**config.mk**
```make
export PLATFORM = sky130hd
export DESIGN_NAME = udc_timer
export DESIGN_NICKNAME = d
export VERILOG_FILES = /design/src/udc_pkg.sv /design/src/udc_timer.sv
export SDC_FILE = /design/constraint.sdc
export NUM_CORES = 1
export LEC_CHECK = 0
export CORE_MARGIN = 2
export CORE_UTILIZATION = 55
export CTS_CLUSTER_SIZE = 20
export DETAILED_ROUTE_END_ITERATION = 6
export DONT_BUFFER_PORTS = 1
export PLACE_DENSITY = 0.73
export SYNTH_ARGS = -nofsm -noshare
export SYNTH_HDL_FRONTEND = slang
export SYNTH_SLANG_ARGS = --single-unit
```
**constraint.sdc**
```tcl
create_clock -name core_clk_i -period 8.95 [get_ports core_clk_i]
set_clock_uncertainty 0.15 [all_clocks]
set_input_delay 1.3425 -clock core_clk_i [delete_from_list [all_inputs] [get_ports core_clk_i]]
set_output_delay 1.3425 -clock core_clk_i [all_outputs]
set_load 0.03 [all_outputs]
```
**src/udc_pkg.sv**
```systemverilog
// constants, register map and mode codes of the up/down counter compare unit
//
// Behaviour
// - each timer tick clears, increments or decrements the counter per waveform mode.
// - tick source select zero stops the counter.
// - software reads and writes the counter at any time.
// - a software counter write beats any same-cycle clear or count.
// - the two waveform mode bits in the control register pick the count sequence.
// - overflow flag set as the mode defines and can raise an interrupt.
// - 8-bit comparator flags a match whenever counter equals compare value.
// - a match sets the compare flag on the following timer tick.
// - compare irq enable at one lets a set compare flag request an interrupt.
// - compare flag clears on interrupt service or on software writing one.
// - output built from match, waveform mode, compare output mode, max and bottom.
// - compare value double buffered in PWM modes, direct in normal and clear-on-match.
// - buffered compare value moves to the active one only on a tick at max.
// - software compare accesses reach the buffer when buffered, else the active value.
// - force strobe in non-PWM modes acts on the output like a real match.
// - forced compare sets no flag, leaves counter alone, obeys compare output mode.
// - a counter write blocks the compare flag and output change of a match on the next tick, even stopped.
// - the compare output state survives a waveform mode change.
// - compare output mode bits are not buffered and act at once.
// - bottom is 0x00, max 0xFF, top is max or the compare value.
// - tick from core clock by default, from the oscillator when async selected.

package udc_pkg;

  localparam int unsigned CNT_W = 8;
  localparam int unsigned ADDR_W = 3;
  localparam int unsigned DATA_W = 8;
  localparam int unsigned PRE_W = 10;

  // register offsets
  localparam logic [2:0] ADDR_CTRL = 3'h0;
  localparam logic [2:0] ADDR_COUNT = 3'h1;
  localparam logic [2:0] ADDR_COMPARE = 3'h2;
  localparam logic [2:0] ADDR_FLAGS = 3'h3;
  localparam logic [2:0] ADDR_IRQ_EN = 3'h4;
  localparam logic [2:0] ADDR_ASYNC = 3'h5;

  // timer_control_reg fields
  localparam int unsigned CTRL_CS_LSB = 0;
  localparam int unsigned CTRL_CS_W = 3;
  localparam int unsigned CTRL_COM_LSB = 3;
  localparam int unsigned CTRL_WGM_LSB = 5;
  localparam int unsigned CTRL_FORCE_BIT = 7;

  // flag and enable bit positions
  localparam int unsigned FLAG_OVF_BIT = 0;
  localparam int unsigned FLAG_CMP_BIT = 1;
  localparam int unsigned ASYNC_SEL_BIT = 0;

  // counter extremes
  localparam logic [7:0] CNT_BOTTOM = 8'h00;
  localparam logic [7:0] CNT_MAX = 8'hff;
  localparam logic [7:0] BYTE_RST = 8'h00;

  typedef enum logic [1:0] {
    WGM_NORMAL = 2'h0,
    WGM_PHASE = 2'h1,
    WGM_CTC = 2'h2,
    WGM_FAST = 2'h3
  } udc_wgm_e;

  localparam logic [1:0] COM_OFF = 2'h0;
  localparam logic [1:0] COM_TOGGLE = 2'h1;
  localparam logic [1:0] COM_CLEAR = 2'h2;
  localparam logic [1:0] COM_SET = 2'h3;

  // tick source select codes and prescaler masks
  localparam logic [2:0] CS_STOP = 3'h0;
  localparam logic [9:0] PRE_MASK_1 = 10'h000;
  localparam logic [9:0] PRE_MASK_8 = 10'h007;
  localparam logic [9:0] PRE_MASK_32 = 10'h01f;
  localparam logic [9:0] PRE_MASK_64 = 10'h03f;
  localparam logic [9:0] PRE_MASK_128 = 10'h07f;
  localparam logic [9:0] PRE_MASK_256 = 10'h0ff;
  localparam logic [9:0] PRE_MASK_1024 = 10'h3ff;

endpackage

```
**src/udc_timer.sv**
```systemverilog
// up/down counter with compare channel, register port and prescaler
`timescale 1ns/1ps
`default_nettype none

module udc_timer (
  // clock and reset
  input wire logic core_clk_i,
  input wire logic srst_i,
  // register port
  input wire logic [2:0] reg_addr_i,
  input wire logic [7:0] reg_wdata_i,
  input wire logic reg_we_i,
  input wire logic reg_re_i,
  output logic [7:0] reg_rdata_o,
  // timer oscillator tick, one-cycle pulse
  input wire logic osc_tick_i,
  // interrupt service acknowledges
  input wire logic ovf_irq_ack_i,
  input wire logic cmp_irq_ack_i,
  // interrupt requests and compare output
  output logic ovf_irq_o,
  output logic cmp_irq_o,
  output logic compare_output_o
);

  // shared by forced and real non-PWM matches
  function automatic logic udc_oc_act(input logic [1:0] com, input logic oc);
    case (com)
      udc_pkg::COM_TOGGLE: udc_oc_act = ~oc;
      udc_pkg::COM_CLEAR: udc_oc_act = 1'b0;
      udc_pkg::COM_SET: udc_oc_act = 1'b1;
      default: udc_oc_act = oc;
    endcase
  endfunction

  function automatic logic [9:0] udc_pre_mask(input logic [2:0] cs);
    case (cs)
      3'h1: udc_pre_mask = udc_pkg::PRE_MASK_1;
      3'h2: udc_pre_mask = udc_pkg::PRE_MASK_8;
      3'h3: udc_pre_mask = udc_pkg::PRE_MASK_32;
      3'h4: udc_pre_mask = udc_pkg::PRE_MASK_64;
      3'h5: udc_pre_mask = udc_pkg::PRE_MASK_128;
      3'h6: udc_pre_mask = udc_pkg::PRE_MASK_256;
      3'h7: udc_pre_mask = udc_pkg::PRE_MASK_1024;
      default: udc_pre_mask = udc_pkg::PRE_MASK_1;
    endcase
  endfunction

  // state
  logic [2:0] cs_q;
  logic [1:0] com_q;
  udc_pkg::udc_wgm_e wgm_q;
  logic async_q;
  logic [9:0] pre_q;
  logic [7:0] cnt_q, cnt_d;
  logic up_q, up_d;
  logic [7:0] ocr_q, ocr_d;
  logic [7:0] ocr_buf_q, ocr_buf_d;
  logic block_q, block_d;
  logic ovf_flag_q, ovf_flag_d;
  logic cmp_flag_q, cmp_flag_d;
  logic ovf_ie_q;
  logic cie_q;
  logic oc_q, oc_d;
  logic ovf_irq_q, cmp_irq_q;
  logic [7:0] rdata_q, rdata_d;

  // register decode
  logic ctrl_we_w, cnt_we_w, cmp_we_w, flags_we_w, ien_we_w, async_we_w;
  assign ctrl_we_w = reg_we_i & (reg_addr_i == udc_pkg::ADDR_CTRL);
  assign cnt_we_w = reg_we_i & (reg_addr_i == udc_pkg::ADDR_COUNT);
  assign cmp_we_w = reg_we_i & (reg_addr_i == udc_pkg::ADDR_COMPARE);
  assign flags_we_w = reg_we_i & (reg_addr_i == udc_pkg::ADDR_FLAGS);
  assign ien_we_w = reg_we_i & (reg_addr_i == udc_pkg::ADDR_IRQ_EN);
  assign async_we_w = reg_we_i & (reg_addr_i == udc_pkg::ADDR_ASYNC);

  logic [1:0] wr_com_w, wr_wgm_w;
  logic wr_force_w;
  assign wr_com_w = reg_wdata_i[udc_pkg::CTRL_COM_LSB +: 2];
  assign wr_wgm_w = reg_wdata_i[udc_pkg::CTRL_WGM_LSB +: 2];
  assign wr_force_w = reg_wdata_i[udc_pkg::CTRL_FORCE_BIT];

  // tick generation
  logic src_en_w, tick_w;
  logic [9:0] mask_w;
  assign src_en_w = async_q ? osc_tick_i : 1'b1;
  assign mask_w = udc_pre_mask(cs_q);
  assign tick_w = src_en_w & (cs_q != udc_pkg::CS_STOP)
                & ((pre_q & mask_w) == mask_w);

  // mode decode
  logic pwm_w, phase_w, ctc_w, fast_w;
  assign pwm_w = wgm_q[0];
  assign phase_w = (wgm_q == udc_pkg::WGM_PHASE);
  assign ctc_w = (wgm_q == udc_pkg::WGM_CTC);
  assign fast_w = (wgm_q == udc_pkg::WGM_FAST);

  // counter unit
  logic at_max_w, at_bottom_w, match_w, up_next_w;
  logic [7:0] cnt_step_w, cnt_tick_w;
  assign at_max_w = (cnt_q == udc_pkg::CNT_MAX);
  assign at_bottom_w = (cnt_q == udc_pkg::CNT_BOTTOM);
  assign match_w = (cnt_q == ocr_q);
  assign up_next_w = !phase_w ? 1'b1 :
                     at_max_w ? 1'b0 :
                     at_bottom_w ? 1'b1 : up_q;
  assign cnt_step_w = up_next_w ? cnt_q + 8'h01 : cnt_q - 8'h01;
  assign cnt_tick_w = (ctc_w & match_w) ? udc_pkg::CNT_BOTTOM
                                        : cnt_step_w;
  // software write beats the tick
  assign cnt_d = cnt_we_w ? reg_wdata_i :
                 tick_w ? cnt_tick_w : cnt_q;
  assign up_d = tick_w ? up_next_w : up_q;

  // overflow: max in single-slope modes, bottom on the way down otherwise
  logic ovf_set_w;
  assign ovf_set_w = tick_w & (phase_w ? (at_bottom_w & ~up_q)
                                       : at_max_w);
  assign ovf_flag_d = ovf_set_w | (ovf_flag_q & ~ovf_irq_ack_i
                    & ~(flags_we_w & reg_wdata_i[udc_pkg::FLAG_OVF_BIT]));

  // compare match blocking after a counter write
  logic hit_w;
  assign hit_w = tick_w & match_w & ~block_q;
  assign block_d = cnt_we_w ? 1'b1 : tick_w ? 1'b0 : block_q;

  // set wins over a same-cycle clear
  assign cmp_flag_d = hit_w | (cmp_flag_q & ~cmp_irq_ack_i
                    & ~(flags_we_w & reg_wdata_i[udc_pkg::FLAG_CMP_BIT]));

  // double buffered compare value
  logic ocr_load_w;
  assign ocr_load_w = pwm_w & tick_w & at_max_w;
  assign ocr_buf_d = cmp_we_w ? reg_wdata_i : ocr_buf_q;
  assign ocr_d = (cmp_we_w & ~pwm_w) ? reg_wdata_i :
                 ocr_load_w ? ocr_buf_q : ocr_q;

  // waveform generator; com_q is used unbuffered
  logic force_w, fast_bottom_w, oc_pwm_w, oc_bottom_w, oc_hit_w;
  assign force_w = ctrl_we_w & wr_force_w & ~wr_wgm_w[0];
  assign fast_bottom_w = tick_w & fast_w & at_max_w;
  assign oc_pwm_w = com_q[1] ? ((com_q == udc_pkg::COM_SET)
                               ^ (phase_w & ~up_q)) : oc_q;
  assign oc_bottom_w = com_q[1] ? ~com_q[0] : oc_q;
  assign oc_hit_w = pwm_w ? oc_pwm_w : udc_oc_act(com_q, oc_q);
  assign oc_d = force_w ? udc_oc_act(wr_com_w, oc_q) :
                fast_bottom_w ? oc_bottom_w :
                hit_w ? oc_hit_w : oc_q;

  // read mux
  logic [7:0] rd_mux_w;
  assign rd_mux_w =
    (reg_addr_i == udc_pkg::ADDR_CTRL) ?
      {1'b0, wgm_q, com_q, cs_q} :
    (reg_addr_i == udc_pkg::ADDR_COUNT) ? cnt_q :
    (reg_addr_i == udc_pkg::ADDR_COMPARE) ?
      (pwm_w ? ocr_buf_q : ocr_q) :
    (reg_addr_i == udc_pkg::ADDR_FLAGS) ?
      {6'h00, cmp_flag_q, ovf_flag_q} :
    (reg_addr_i == udc_pkg::ADDR_IRQ_EN) ?
      {6'h00, cie_q, ovf_ie_q} :
    (reg_addr_i == udc_pkg::ADDR_ASYNC) ?
      {7'h00, async_q} : udc_pkg::BYTE_RST;
  assign rdata_d = reg_re_i ? rd_mux_w : udc_pkg::BYTE_RST;

  // control registers; the force bit is never stored
  always_ff @(posedge core_clk_i) begin
    if (srst_i) begin
      cs_q <= udc_pkg::CS_STOP;
      com_q <= udc_pkg::COM_OFF;
      wgm_q <= udc_pkg::WGM_NORMAL;
    end else if (ctrl_we_w) begin
      cs_q <= reg_wdata_i[udc_pkg::CTRL_CS_LSB +: udc_pkg::CTRL_CS_W];
      com_q <= wr_com_w;
      wgm_q <= udc_pkg::udc_wgm_e'(wr_wgm_w);
    end
  end

  always_ff @(posedge core_clk_i) begin
    if (srst_i) begin
      ovf_ie_q <= 1'b0;
      cie_q <= 1'b0;
      async_q <= 1'b0;
    end else begin
      if (ien_we_w) begin
        ovf_ie_q <= reg_wdata_i[udc_pkg::FLAG_OVF_BIT];
        cie_q <= reg_wdata_i[udc_pkg::FLAG_CMP_BIT];
      end
      if (async_we_w) begin
        async_q <= reg_wdata_i[udc_pkg::ASYNC_SEL_BIT];
      end
    end
  end

  // prescaler free-runs on the selected source
  always_ff @(posedge core_clk_i) begin
    if (srst_i) begin
      pre_q <= 10'h000;
    end else if (src_en_w) begin
      pre_q <= pre_q + 10'h001;
    end
  end

  always_ff @(posedge core_clk_i) begin
    if (srst_i) begin
      cnt_q <= udc_pkg::CNT_BOTTOM;
      up_q <= 1'b1;
      block_q <= 1'b0;
      ocr_q <= udc_pkg::BYTE_RST;
      ocr_buf_q <= udc_pkg::BYTE_RST;
    end else begin
      cnt_q <= cnt_d;
      up_q <= up_d;
      block_q <= block_d;
      ocr_q <= ocr_d;
      ocr_buf_q <= ocr_buf_d;
    end
  end

  // request lags the flag by one cycle so outputs stay flop-driven
  always_ff @(posedge core_clk_i) begin
    if (srst_i) begin
      ovf_flag_q <= 1'b0;
      cmp_flag_q <= 1'b0;
      oc_q <= 1'b0;
      ovf_irq_q <= 1'b0;
      cmp_irq_q <= 1'b0;
      rdata_q <= udc_pkg::BYTE_RST;
    end else begin
      ovf_flag_q <= ovf_flag_d;
      cmp_flag_q <= cmp_flag_d;
      oc_q <= oc_d;
      ovf_irq_q <= ovf_flag_q & ovf_ie_q;
      cmp_irq_q <= cmp_flag_q & cie_q;
      rdata_q <= rdata_d;
    end
  end

  assign reg_rdata_o = rdata_q;
  assign ovf_irq_o = ovf_irq_q;
  assign cmp_irq_o = cmp_irq_q;
  assign compare_output_o = oc_q;

  // checks
  stop_hold_a: assert property (
    @(posedge core_clk_i) disable iff (srst_i)
    (cs_q == udc_pkg::CS_STOP) && !cnt_we_w |=> cnt_q == $past(cnt_q))
    else $error("counter moved while stopped");

  write_prio_a: assert property (
    @(posedge core_clk_i) disable iff (srst_i)
    cnt_we_w |=> cnt_q == $past(reg_wdata_i))
    else $error("counter write lost");

  match_flag_a: assert property (
    @(posedge core_clk_i) disable iff (srst_i)
    tick_w && match_w && !block_q |=> cmp_flag_q)
    else $error("match did not set compare flag");

  write_block_a: assert property (
    @(posedge core_clk_i) disable iff (srst_i)
    cnt_we_w ##1 (!tick_w && !cnt_we_w)[*2] ##1 tick_w && !cmp_flag_q
    |=> !cmp_flag_q)
    else $error("blocked match set the flag");

  cmp_irq_a: assert property (
    @(posedge core_clk_i) disable iff (srst_i)
    cmp_flag_q && cie_q |=> cmp_irq_o)
    else $error("compare irq not raised");

  ack_clear_a: assert property (
    @(posedge core_clk_i) disable iff (srst_i)
    cmp_irq_ack_i && !hit_w |=> !cmp_flag_q ##1 !cmp_irq_o)
    else $error("service did not clear compare flag");

  buf_hold_a: assert property (
    @(posedge core_clk_i) disable iff (srst_i)
    pwm_w && !(tick_w && at_max_w) && !ctrl_we_w |=> $stable(ocr_q))
    else $error("active compare moved off top");

  force_set_a: assert property (
    @(posedge core_clk_i) disable iff (srst_i)
    force_w && wr_com_w == udc_pkg::COM_SET |=> compare_output_o)
    else $error("forced set not applied");

  force_noflag_a: assert property (
    @(posedge core_clk_i) disable iff (srst_i)
    force_w && !hit_w && !cmp_flag_q |=> !cmp_flag_q && $stable(cnt_q)
      || $past(tick_w) || $past(cnt_we_w))
    else $error("forced compare touched flag or counter");

  normal_wrap_a: assert property (
    @(posedge core_clk_i) disable iff (srst_i)
    tick_w && wgm_q == udc_pkg::WGM_NORMAL && at_max_w && !cnt_we_w
    |=> cnt_q == udc_pkg::CNT_BOTTOM && ovf_flag_q)
    else $error("normal mode wrap wrong");

  mode_keep_a: assert property (
    @(posedge core_clk_i) disable iff (srst_i)
    ctrl_we_w && !wr_force_w && !tick_w |=> $stable(compare_output_o))
    else $error("mode change moved compare output");

  tick_stop_a: assert property (
    @(posedge core_clk_i) disable iff (srst_i)
    cs_q == udc_pkg::CS_STOP |-> !tick_w)
    else $error("tick while stopped");

  read_count_a: assert property (
    @(posedge core_clk_i) disable iff (srst_i)
    reg_re_i && reg_addr_i == udc_pkg::ADDR_COUNT
    |=> reg_rdata_o == $past(cnt_q))
    else $error("counter read wrong");

  count_up_a: assert property (
    @(posedge core_clk_i) disable iff (srst_i)
    tick_w && !cnt_we_w && wgm_q == udc_pkg::WGM_NORMAL
    |=> cnt_q == $past(cnt_q) + 8'h01)
    else $error("normal mode did not count up");

  ctc_clear_a: assert property (
    @(posedge core_clk_i) disable iff (srst_i)
    tick_w && ctc_w && match_w && !cnt_we_w |=> cnt_q == udc_pkg::CNT_BOTTOM)
    else $error("clear on match missed");

  phase_down_a: assert property (
    @(posedge core_clk_i) disable iff (srst_i)
    tick_w && phase_w && !up_next_w && !cnt_we_w
    |=> cnt_q == $past(cnt_q) - 8'h01)
    else $error("phase mode did not count down");

  phase_ovf_a: assert property (
    @(posedge core_clk_i) disable iff (srst_i)
    tick_w && phase_w && at_bottom_w && !up_q |=> ovf_flag_q)
    else $error("phase mode overflow missed");

  ovf_irq_a: assert property (
    @(posedge core_clk_i) disable iff (srst_i)
    ovf_flag_q && ovf_ie_q |=> ovf_irq_o)
    else $error("overflow irq not raised");

  tick_only_a: assert property (
    @(posedge core_clk_i) disable iff (srst_i)
    !tick_w && !cmp_flag_q |=> !cmp_flag_q)
    else $error("compare flag set without tick");

  sw_clear_a: assert property (
    @(posedge core_clk_i) disable iff (srst_i)
    flags_we_w && reg_wdata_i[udc_pkg::FLAG_CMP_BIT] && !hit_w
    |=> !cmp_flag_q)
    else $error("write one did not clear flag");

  buf_write_a: assert property (
    @(posedge core_clk_i) disable iff (srst_i)
    cmp_we_w && pwm_w && !ocr_load_w
    |=> ocr_buf_q == $past(reg_wdata_i) && $stable(ocr_q))
    else $error("buffered compare write wrong");

  direct_write_a: assert property (
    @(posedge core_clk_i) disable iff (srst_i)
    cmp_we_w && !pwm_w |=> ocr_q == $past(reg_wdata_i))
    else $error("direct compare write wrong");

  buf_load_a: assert property (
    @(posedge core_clk_i) disable iff (srst_i)
    ocr_load_w |=> ocr_q == $past(ocr_buf_q))
    else $error("buffer not moved at top");

  force_clear_a: assert property (
    @(posedge core_clk_i) disable iff (srst_i)
    force_w && wr_com_w == udc_pkg::COM_CLEAR |=> !compare_output_o)
    else $error("forced clear not applied");

  force_read_a: assert property (
    @(posedge core_clk_i) disable iff (srst_i)
    reg_re_i && reg_addr_i == udc_pkg::ADDR_CTRL
    |=> !reg_rdata_o[udc_pkg::CTRL_FORCE_BIT])
    else $error("force strobe read back set");

  com_now_a: assert property (
    @(posedge core_clk_i) disable iff (srst_i)
    ctrl_we_w |=> com_q == $past(wr_com_w))
    else $error("compare output mode delayed");

  fast_bottom_a: assert property (
    @(posedge core_clk_i) disable iff (srst_i)
    fast_bottom_w && com_q == udc_pkg::COM_CLEAR && !force_w
    |=> compare_output_o)
    else $error("fast mode wrap did not set output");

endmodule

`default_nettype wire

```
==> results of run 1 <==
==> layout make-up <==
class,count,area [um^2]
Fill cell,516,2170
Multi-Input combinational cell,295,1820
Sequential cell,59,1180
Clock buffer,11,141
Tap cell,72,90.1
Clock inverter,5,52.6
Inverter,5,18.8
==> power groups by stage <==
stage	clock network (mW)	logic, mW	registers [mW]
detailed placement	0	0.0342	0.284
floorplan	0	0.0352	0.281
CTS	0.244	0.0345	0.278
global route	0.256	0.0392	0.279
finish	0.242	0.0348	0.278
global placement	0	0.0338	0.284
==> per-layer routing <==
metal | wire length, um | global-route usage
met1 | 3440 | 0.344
met2 | 3600 | 0.429
met3 | 561 | 0.0636
met4 | 222 | 0.126
met5 | 0 | 0
==> metrics by stage <==
| stage | setup slack (ns) | area [um^2] | instances |
|---|---|---|---|
| final | 5.69 | 3300 | 447 |
| after global routing | 5.40 | 3300 | 447 |
| after CTS | 5.71 | 3300 | 447 |
| after detailed placement | 5.60 | 3110 | 431 |
| after global placement | 5.62 | 3110 | 431 |
| after floorplan | 5.95 | 3100 | 378 |
==> state kept, by name, indices dropped and copies added, names as in the netlist, 2 cells and up <==
name         cells
cnt_q            8
com_q            2
cs_q             3
ocr_buf_q        8
ocr_q            8
pre_q           10
reg_rdata_o      8
wgm_q            2
==> kinds of logic (layout without fill, tap and decap cells) <==
group	after synthesis	after routing	synth area share
AO/OA/AOI/OAI	82	82	0.173
XOR/XNOR	25	25	0.0707
adder cells (fa/ha/maj)	8	8	0.0347
buffers and inverters	24	21	0.0327
flip-flops	59	59	0.381
multiplexers	22	22	0.0715
AND/OR/NAND/NOR	158	158	0.236
==> worst reg2reg max path, stage by stage (launching register included) <==
cell and delay (ns):
dfxtp_1 0.80, nand2b_1 0.18, o21bai_1 0.24, inv_1 0.24, ha_1 0.28, a21o_1 0.17, a21oi_1 0.21, o21ai_0 0.19
o41ai_2 0.27, xnor2_1 0.11, a221oi_1 0.25, nor2_1 0.06
==> cell usage in the layout (no fill, tap or decap), types with 2 or more instances in the layout <==
| master | synthesis | layout |
|---|---|---|
| a21oi_1 | 36 | 36 |
| xor2_1 | 14 | 14 |
| and3_1 | 5 | 5 |
| ha_1 | 7 | 7 |
| inv_1 | 5 | 5 |
| nand2b_1 | 11 | 11 |
| xnor2_1 | 11 | 11 |
| a21o_1 | 3 | 3 |
| a222oi_1 | 3 | 3 |
| clkinv_2 | 0 | 3 |
| mux2i_1 | 21 | 21 |
| nand2_1 | 58 | 58 |
| a22oi_1 | 4 | 4 |
| nand3_1 | 5 | 5 |
| nor3_1 | 3 | 3 |
| nor2b_1 | 5 | 5 |
| o21ai_0 | 7 | 7 |
| o31ai_1 | 3 | 3 |
| nand3b_1 | 3 | 3 |
| clkbuf_8 | 0 | 10 |
| nor4_1 | 4 | 4 |
| dfxtp_1 | 59 | 59 |
| nor2_1 | 52 | 52 |
| nor3b_1 | 3 | 3 |
| nand4_1 | 3 | 3 |
| o21bai_1 | 2 | 2 |
| a211oi_1 | 9 | 9 |
| a221oi_1 | 5 | 5 |
| a31oi_1 | 2 | 2 |
==> final timing paths <==
check	from	endpoint	cells after the start
setup / recovery	wgm_q[0]$_SDFFE_PP0P_	cnt_q[7]$_SDFFE_PP0P_	11
hold / removal	cie_q$_SDFFE_PP0P_	cmp_irq_o$_SDFF_PP0_	2
setup reg to reg	wgm_q[0]$_SDFFE_PP0P_	cnt_q[7]$_SDFFE_PP0P_	11
hold reg to reg	cie_q$_SDFFE_PP0P_	cmp_irq_o$_SDFF_PP0_	2
==> results.sh, run 1 <==
export IMPL_dr_pass1_iters=5
export IMPL_drt_iter0_drc=222
export IMPL_wire_per_inst_um=17.5
export IMPL_drv_cap=0
export IMPL_crit_chain="nand2b_1 > o21bai_1 > inv_1 > ha_1 > a21o_1 > a21oi_1 > o21ai_0 > o41ai_2 > xnor2_1 > a221oi_1 > nor2_1"
export IMPL_antenna_found_initial=0
export IMPL_vias=2683
export IMPL_fp_dieW_um=79.1
export IMPL_synth_cell_types=48
export IMPL_rows=27
export IMPL_total_leakage_power_nw=1.31
export IMPL_p_per_area_nw_per_um2=168
export IMPL_finalSetupViolCount=0
export IMPL_power_share_clock=0.436
export IMPL_clk_pin_slew_worst_paths_ns=0.07
export IMPL_antenna_cells=0
export IMPL_io_buffer_count=0
export IMPL_max_slew_worst_pin_slew_ns=1.01
export IMPL_crit_slowest_cell="dfxtp_1"
export IMPL_min_period_ns=3.26
export IMPL_power_frac_comb=0.063
export IMPL_track_usage=0.269
export IMPL_cts_sinks=59
export IMPL_synth_area_leader_cell="dfxtp_1"
export IMPL_synthArstFlopShare=0
export IMPL_drive_gt1_frac=0.0560
export IMPL_postCtsSetupBuffers=0
export IMPL_syn_avg_cell_area_um2=8.20
export IMPL_start_kind="flop"
export IMPL_fin_setup_tns_ns=0
export IMPL_power_mw=0.555
export IMPL_area_growth_pct=6.50
export IMPL_slew_headroom=0.323
export IMPL_postCtsResizedCells=0
export IMPL_hold_buffers=0
export IMPL_status="finished clean"
export IMPL_start_util=0.566
export IMPL_ios=29
export IMPL_clk_latency_ns=0.34
export IMPL_synth_edff_count=0
export IMPL_worstSetupPathType="reg -> reg"
export IMPL_p_int_mw=0.419
export IMPL_path_delay_family="compound AO/OA/AOI/OAI gates"
export IMPL_maxSlewViolCount=0
export IMPL_r2r_slack_ns=5.69
export IMPL_cts_tree="built"
export IMPL_cp_data_arrival_time_ns=3.34
export IMPL_end_kind="flop"
export IMPL_syn_num_nets=404
export IMPL_die_y_um=79.1
export IMPL_htree_num_levels=3
export IMPL_seq_area_frac_synth=0.381
export IMPL_cp_required_ns=9.03
export IMPL_seqPwrFrac=0.502
export IMPL_grt_setup_unrepaired="false"
export IMPL_worstPathMaxFanout=19
export IMPL_synthTopCellsByCount="59 x dfxtp_1, 58 x nand2_1, 52 x nor2_1"
export IMPL_clockRootBuffer="clkbuf_8"
export IMPL_ys_flop_type="dfxtp_1"
export IMPL_synth_area_um2=3100
export IMPL_first_global_vias=2568
export IMPL_ys_warn_count=0
export IMPL_clockBufferDepth=2
export IMPL_swShare=0.245
export IMPL_gp_congestion=0.899
export IMPL_syn_instance_count=378
export IMPL_yosysMostFrequentCell="dfxtp_1"
export IMPL_synth_seq_cells=59
export IMPL_globalRouteOverflowTotal=0
export IMPL_postRouteAntennaNets=0
export IMPL_fin_crit_sh=0.364
export IMPL_grt_max_degree=55
export IMPL_grt_pass1_wl_um=12900
export IMPL_die_area_um2=6250
export IMPL_ys_top_cells_by_area="dfxtp_1 38%, nand2_1 7.0%, mux2i_1 6.8%"
export IMPL_final_util=0.603
export IMPL_path_buf_inv=1
export IMPL_drc=0
export IMPL_drt_vias_per_instance=6.00
export IMPL_switchingPower_mw=0.136
export IMPL_final_nets=396
export IMPL_final_hold_viol_count=0
export IMPL_ir_worst_vdd_mv=0.0998
export IMPL_hpwl_um=5510
export IMPL_fmax_mhz=307
export IMPL_core_um2=5470
export IMPL_finalWirelength_um=7820
export IMPL_hp_class="reg -> reg"
export IMPL_cts_made_buffers=9
export IMPL_synth_top_area_frac=0.381
export IMPL_whs_ns=0.310
export IMPL_critPathMaxStageDelay_ns=0.80
(Power assumes the default switching activity.)
==> run 2, diff against run 1 <==
--- a/config.mk
+++ b/config.mk
@@ -10,7 +10,7 @@
 export CTS_CLUSTER_SIZE = 20
 export DETAILED_ROUTE_END_ITERATION = 6
 export DONT_BUFFER_PORTS = 1
-export PLACE_DENSITY = 0.73
+export PLACE_DENSITY = 0.76
 export SYNTH_ARGS = -nofsm -noshare
 export SYNTH_HDL_FRONTEND = slang
 export SYNTH_SLANG_ARGS = --single-unit
==> constraint.sdc (replaced) <==
create_clock -name core_clk_i -period 2.85 [get_ports core_clk_i]
set_clock_uncertainty 0.15 [all_clocks]
set_input_delay 0.4275 -clock core_clk_i [delete_from_list [all_inputs] [get_ports core_clk_i]]
set_output_delay 0.4275 -clock core_clk_i [all_outputs]
set_load 0.03 [all_outputs]
==> run 2 against run 1 <==
Effect of this change: worst setup slack lost 5.6 ns; cell area grew 7.8%; non-clock buffer count grew 25; sequential power grew to 3.1 times the previous value; utilization grew 4.7 points; combinational power grew to 4.5 times the previous value; final cell count grew 5.6%; clock power grew to 2.5 times the previous value; global-route usage grew 1.2 points; critical path depth grew 1; largest power group unchanged; highest routed layer unchanged.
==> results.sh, run 2 (synthesis gave the netlist of run 1 again) <==
export IMPL_status="finished clean"
export IMPL_power_share_clock=0.376
export IMPL_postRouteAntennaNets=0
export IMPL_routed_wl_met3_um=625
export IMPL_grt_max_degree=35
export IMPL_largest_register="pre_q"
export IMPL_start_util=0.566
export IMPL_path_buf_inv=1
export IMPL_cts_made_buffers=9
export IMPL_fin_crit_sh=0.978
export IMPL_clk_pin_slew_worst_paths_ns=0.06
export IMPL_antenna_found_initial=0
export IMPL_switchingPower_mw=0.415
export IMPL_top_layer_used="met4"
export IMPL_gp_congestion=0.892
export IMPL_p_per_area_nw_per_um2=461
export IMPL_io_buffer_count=0
export IMPL_crit_slowest_cell="dfxtp_4"
export IMPL_die_area_um2=6250
export IMPL_drt_iter0_drc=149
export IMPL_worstSetupPathType="reg -> reg"
export IMPL_max_slew_worst_pin_slew_ns=0.823
export IMPL_p_int_mw=1.22
export IMPL_final_cell_mix="58 x nand2_1, 58 x dfxtp_1, 52 x nor2_1, 34 x a21oi_1, 21 x mux2i_1"
export IMPL_hp_class="in -> reg"
export IMPL_grt_pass1_wl_um=13400
export IMPL_min_period_ns=2.79
export IMPL_maxSlewViolCount=0
export IMPL_clk_latency_ns=0.34
export IMPL_grt_setup_unrepaired="true"
export IMPL_final_nets=421
export IMPL_cp_data_arrival_time_ns=2.86
export IMPL_drc=0
export IMPL_dr_wl_met2_um=3870
export IMPL_final_util=0.650
export IMPL_htree_num_levels=3
export IMPL_fp_dieW_um=79.1
export IMPL_cts_sinks=59
export IMPL_drive_gt1_frac=0.123
export IMPL_antenna_cells=0
export IMPL_dr_pass1_iters=5
export IMPL_end_kind="flop"
export IMPL_track_usage=0.281
export IMPL_final_hold_viol_count=0
export IMPL_total_leakage_power_nw=1.42
export IMPL_drv_cap=0
export IMPL_fmax_mhz=359
export IMPL_start_kind="flop"
export IMPL_worstPathMaxFanout=4
export IMPL_ir_worst_vdd_mv=0.248
export IMPL_path_delay_family="compound AO/OA/AOI/OAI gates"
export IMPL_critPathMaxStageDelay_ns=0.36
export IMPL_whs_ns=0.0170
export IMPL_cts_tree="built"
export IMPL_area_growth_pct=14.8
export IMPL_clockRootBuffer="clkbuf_8"
export IMPL_seqPwrFrac=0.529
export IMPL_cp_required_ns=2.92
export IMPL_dp_cells=447
export IMPL_finalSetupViolCount=0
export IMPL_fin_cells=472
export IMPL_rows=27
export IMPL_finalWirelength_um=8290
export IMPL_clockBufferDepth=2
export IMPL_core_um2=5470
export IMPL_drt_vias_per_instance=6.00
export IMPL_largest_reg_flops=10
export IMPL_globalRouteOverflowTotal=0
export IMPL_crit_chain="nor4_4 > a21oi_1 > o21bai_1 > inv_2 > ha_4 > a21o_1 > a21oi_2 > o21ai_2 > o41ai_2 > xnor2_1 > a221oi_1 > nor2_1"
export IMPL_swShare=0.253
export IMPL_setup_slack_ns=0.0629
export IMPL_dp_slack_ns=-0.0911
export IMPL_ios=29
export IMPL_slew_headroom=0.447
export IMPL_drt_met1_wl_um=3630
export IMPL_hpwl_um=5420
export IMPL_first_global_vias=2621
export IMPL_power_frac_comb=0.094
export IMPL_vias=2831
export IMPL_die_y_um=79.1
export IMPL_wire_per_inst_um=17.6
run 2: routing by layer:
metal	vias to the layer above	GRT usage
met5	-	0
met4	0	0.0983
met3	15	0.0739
met2	100	0.449
met1	1355	0.368
li1	1361	-
run 2: cell type report:
| type | instances | area [um^2] |
|---|---|---|
| fillers | 464 | 1920 |
| multi-input cells | 295 | 1900 |
| flip-flops and latches | 59 | 1180 |
| repair buffers | 25 | 213 |
| clock buffers | 13 | 139 |
| well taps | 72 | 90.1 |
| inverters | 5 | 18.8 |
| clock inverters | 3 | 15.0 |
run 2: timing repair:
action,in CTS,in global routing
pin swaps,1,11
buffers inserted,0,3
setup endpoints to repair,3,3
hold endpoints to repair,34,0
hold buffers,6,0
resized for setup,2,11
run 2: path summary, 6_finish.rpt:
| kind | depth (start not counted) | slack, ns | from | to |
|---|---|---|---|---|
| worst max-delay path | 12 | 0.06 | cnt_q[0]$_SDFFE_PP0P_ | cnt_q[7]$_SDFFE_PP0P_ |
| worst min-delay path | 1 | 0.02 | srst_i | com_q[1]$_SDFFE_PP0P_ |
| worst max register to register | 12 | 0.06 | cnt_q[0]$_SDFFE_PP0P_ | cnt_q[7]$_SDFFE_PP0P_ |
| worst min register to register | 2 | 0.30 | ovf_ie_q$_SDFFE_PP0P_ | ovf_irq_o$_SDFF_PP0_ |
run 2: power by group through the flow:
| stage | clock (mW) | sequential [mW] | combinational [mW] |
|---|---|---|---|
| final | 0.617 | 0.868 | 0.155 |
| after global routing | 0.669 | 0.870 | 0.168 |
| after CTS | 0.630 | 0.866 | 0.147 |
| after detailed placement | 0 | 0.884 | 0.124 |
| after global placement | 0 | 0.883 | 0.121 |
| after floorplan | 0 | 0.881 | 0.111 |
run 2: stage by stage:
stage | cell area [um^2] | power [mW] | TNS, ns
6_report | 3560 | 1.64 | 0
5_1_grt | 3560 | 1.71 | -0.140
4_1_cts | 3460 | 1.64 | 0
3_5_place_dp | 3230 | 1.01 | -0.115
3_3_place_gp | 3230 | 1.00 | 0
2_1_floorplan | 3100 | 0.993 | 0
==> run 3, diff against run 2 <==
--- a/config.mk
+++ b/config.mk
@@ -5,12 +5,11 @@
 export SDC_FILE = /design/constraint.sdc
 export NUM_CORES = 1
 export LEC_CHECK = 0
-export CORE_MARGIN = 2
 export CORE_UTILIZATION = 55
 export CTS_CLUSTER_SIZE = 20
 export DETAILED_ROUTE_END_ITERATION = 6
 export DONT_BUFFER_PORTS = 1
-export PLACE_DENSITY = 0.76
+export PLACE_DENSITY = 0.73
 export SYNTH_ARGS = -nofsm -noshare
 export SYNTH_HDL_FRONTEND = slang
 export SYNTH_SLANG_ARGS = --single-unit
==> constraint.sdc (replaced) <==
create_clock -name core_clk_i -period 3.6 [get_ports core_clk_i]
set_clock_uncertainty 0.15 [all_clocks]
set_input_delay 0.54 -clock core_clk_i [delete_from_list [all_inputs] [get_ports core_clk_i]]
set_output_delay 0.54 -clock core_clk_i [all_outputs]
set_load 0.03 [all_outputs]
==> run 3 against run 2 <==
Effect of this change: non-clock buffer count down 23; flip-flop and latch count unchanged; clock power up 18%; critical endpoint is now cnt_q[6]$_SDFFE_PP0P_; routed wire length down 10%; via count down 7.6%; highest routed layer unchanged; die area down 5.0%; final cell count down 5.3%; combinational power down 42%.
==> results.sh, run 3 (synthesis gave the netlist of run 1 again) <==
export IMPL_status="finished clean"
export IMPL_ir_worst_vdd_mv=0.295
export IMPL_rows=26
export IMPL_antenna_cells=0
export IMPL_finalWirelength_um=7460
export IMPL_seqPwrFrac=0.457
export IMPL_critPathMaxStageDelay_ns=0.43
export IMPL_switchingPower_mw=0.336
export IMPL_cts_sinks=59
export IMPL_min_period_ns=3.23
export IMPL_grt_use_met2=0.402
export IMPL_htree_num_levels=3
export IMPL_end_kind="flop"
export IMPL_crit_top_cell="a21oi_1"
export IMPL_globalRouteOverflowTotal=0
export IMPL_grt_setup_unrepaired="false"
export IMPL_total_leakage_power_nw=1.34
export IMPL_clk_pin_slew_worst_paths_ns=0.07
export IMPL_wire_per_inst_um=16.7
export IMPL_final_cell_mix="59 x dfxtp_1, 58 x nand2_1, 52 x nor2_1, 36 x a21oi_1, 21 x mux2i_1"
export IMPL_clk_latency_ns=0.34
export IMPL_cts_tree="built"
export IMPL_cp_data_arrival_time_ns=3.30
export IMPL_first_global_vias=2425
export IMPL_drt_iter0_drc=179
export IMPL_power_share_clock=0.483
export IMPL_start_kind="flop"
export IMPL_postCtsSetupBuffers=0
export IMPL_final_common_cell="dfxtp_1"
export IMPL_hpwl_um=5390
export IMPL_clockBufferDepth=2
export IMPL_core_um2=5270
export IMPL_largest_register="pre_q"
export IMPL_area_growth_pct=8.60
export IMPL_hold_buffers=0
export IMPL_crit_slowest_cell="fa_1"
export IMPL_max_slew_worst_pin_slew_ns=0.961
export IMPL_whs_ns=0.121
export IMPL_start_util=0.588
export IMPL_finalSetupViolCount=0
export IMPL_drc=0
export IMPL_grt_pass1_wl_um=12100
export IMPL_postRouteAntennaNets=0
export IMPL_met1_usage=0.341
export IMPL_die_area_um2=5940
export IMPL_fin_crit_sh=0.898
export IMPL_swShare=0.223
export IMPL_maxSlewViolCount=0
export IMPL_ios=29
export IMPL_hp_class="in -> reg"
export IMPL_crit_chain="nor4_1 > a21oi_1 > o21bai_1 > inv_1 > fa_1 > a21o_1 > a21oi_1 > o21bai_1 > a21oi_1 > xnor2_1 > a222oi_1 > nor2_1"
export IMPL_p_per_area_nw_per_um2=449
export IMPL_cts_made_buffers=9
export IMPL_final_nets=398
export IMPL_postCtsResizedCells=0
export IMPL_io_buffer_count=0
export IMPL_cp_required_ns=3.67
export IMPL_fmax_mhz=309
export IMPL_track_usage=0.265
export IMPL_fp_dieW_um=77.1
export IMPL_power_frac_comb=0.060
export IMPL_clockRootBuffer="clkbuf_8"
export IMPL_drive_gt1_frac=0.0637
export IMPL_dr_pass1_iters=5
export IMPL_largest_reg_flops=10
export IMPL_final_hold_viol_count=0
export IMPL_fin_setup_tns_ns=0
export IMPL_gp_congestion=1.01
export IMPL_vias=2617
export IMPL_slew_headroom=0.354
export IMPL_worstSetupPathType="reg -> reg"
export IMPL_drt_vias_per_instance=5.85
export IMPL_antenna_found_initial=0
export IMPL_die_y_um=77.1
export IMPL_grt_max_degree=55
export IMPL_met3_usage=0.0702
export IMPL_p_int_mw=1.17
export IMPL_busiest_layer="met2"
export IMPL_worstPathMaxFanout=7
export IMPL_drv_cap=0
[run 3: cell count changes in the layout (fill, tap and decap cells not counted), moves of 3 or more]
cell	delta
ha_4	-3
ha_1	+3
clkbuf_1	-4
clkinv_2	-3
dlygate4sd3_1	-5
clkbuf_8	+4
buf_4	-17
[run 3: power groups by stage]
stage / logic, mW / clock network [mW] / registers, mW
after floorplan: 0.0876 / 0 / 0.698
after global placement: 0.0880 / 0 / 0.703
after detailed placement: 0.0891 / 0 / 0.704
after CTS: 0.0894 / 0.739 / 0.689
after global routing: 0.0996 / 0.767 / 0.691
final: 0.0904 / 0.730 / 0.690
[run 3: area by class of cell]
class                           count  area (um^2)
Timing Repair Buffer                2         15.0
Tap cell                           70         87.6
Fill cell                         461         1910
Sequential cell                    59         1180
Clock buffer                       13          179
Clock inverter                      3         67.6
Inverter                            5         18.8
Multi-Input combinational cell    295         1820
[run 3: worst paths after layout]
kind                               from                   endpoint  slack (ns)  cells past startpoint
hold / removal            reg_addr_i[2]  reg_rdata_o[7]$_SDFF_PP0_        0.12                      1
setup / recovery  cnt_q[0]$_SDFFE_PP0P_      cnt_q[6]$_SDFFE_PP0P_        0.37                     12
setup reg to reg  cnt_q[0]$_SDFFE_PP0P_      cnt_q[6]$_SDFFE_PP0P_        0.37                     12
hold reg to reg   ovf_ie_q$_SDFFE_PP0P_       ovf_irq_o$_SDFF_PP0_        0.30                      2
[run 3: routing by layer]
metal	share of wire	vias to the layer above
met5	0	-
met2	0.45	91
met4	0.026	0
li1	-	1309
met3	0.073	16
met1	0.45	1201
[run 3: worst max-delay path, delay by kind of cell, from the launching register on]
kind | cells | cell delay (ns)
DFF | 1 | 0.40
buffers and inverters | 1 | 0.21
xor gates and xnor gates | 1 | 0.08
AOI/OAI and AO/OA | 7 | 1.36
adders and majority gates | 1 | 0.43
and+or+nand+nor | 2 | 0.47
[run 3: per-stage QoR]
stage	std cells	setup WS (ns)	total power [mW]	area (um^2)	utilization
2_1_floorplan	378	0.596	0.785	3100	-
3_3_place_gp	431	0.513	0.791	3120	0.592
3_5_place_dp	431	0.390	0.793	3120	0.592
4_1_cts	447	0.370	1.52	3360	0.638
5_1_grt	447	0.0884	1.56	3360	0.638
6_report	447	0.366	1.51	3360	0.638
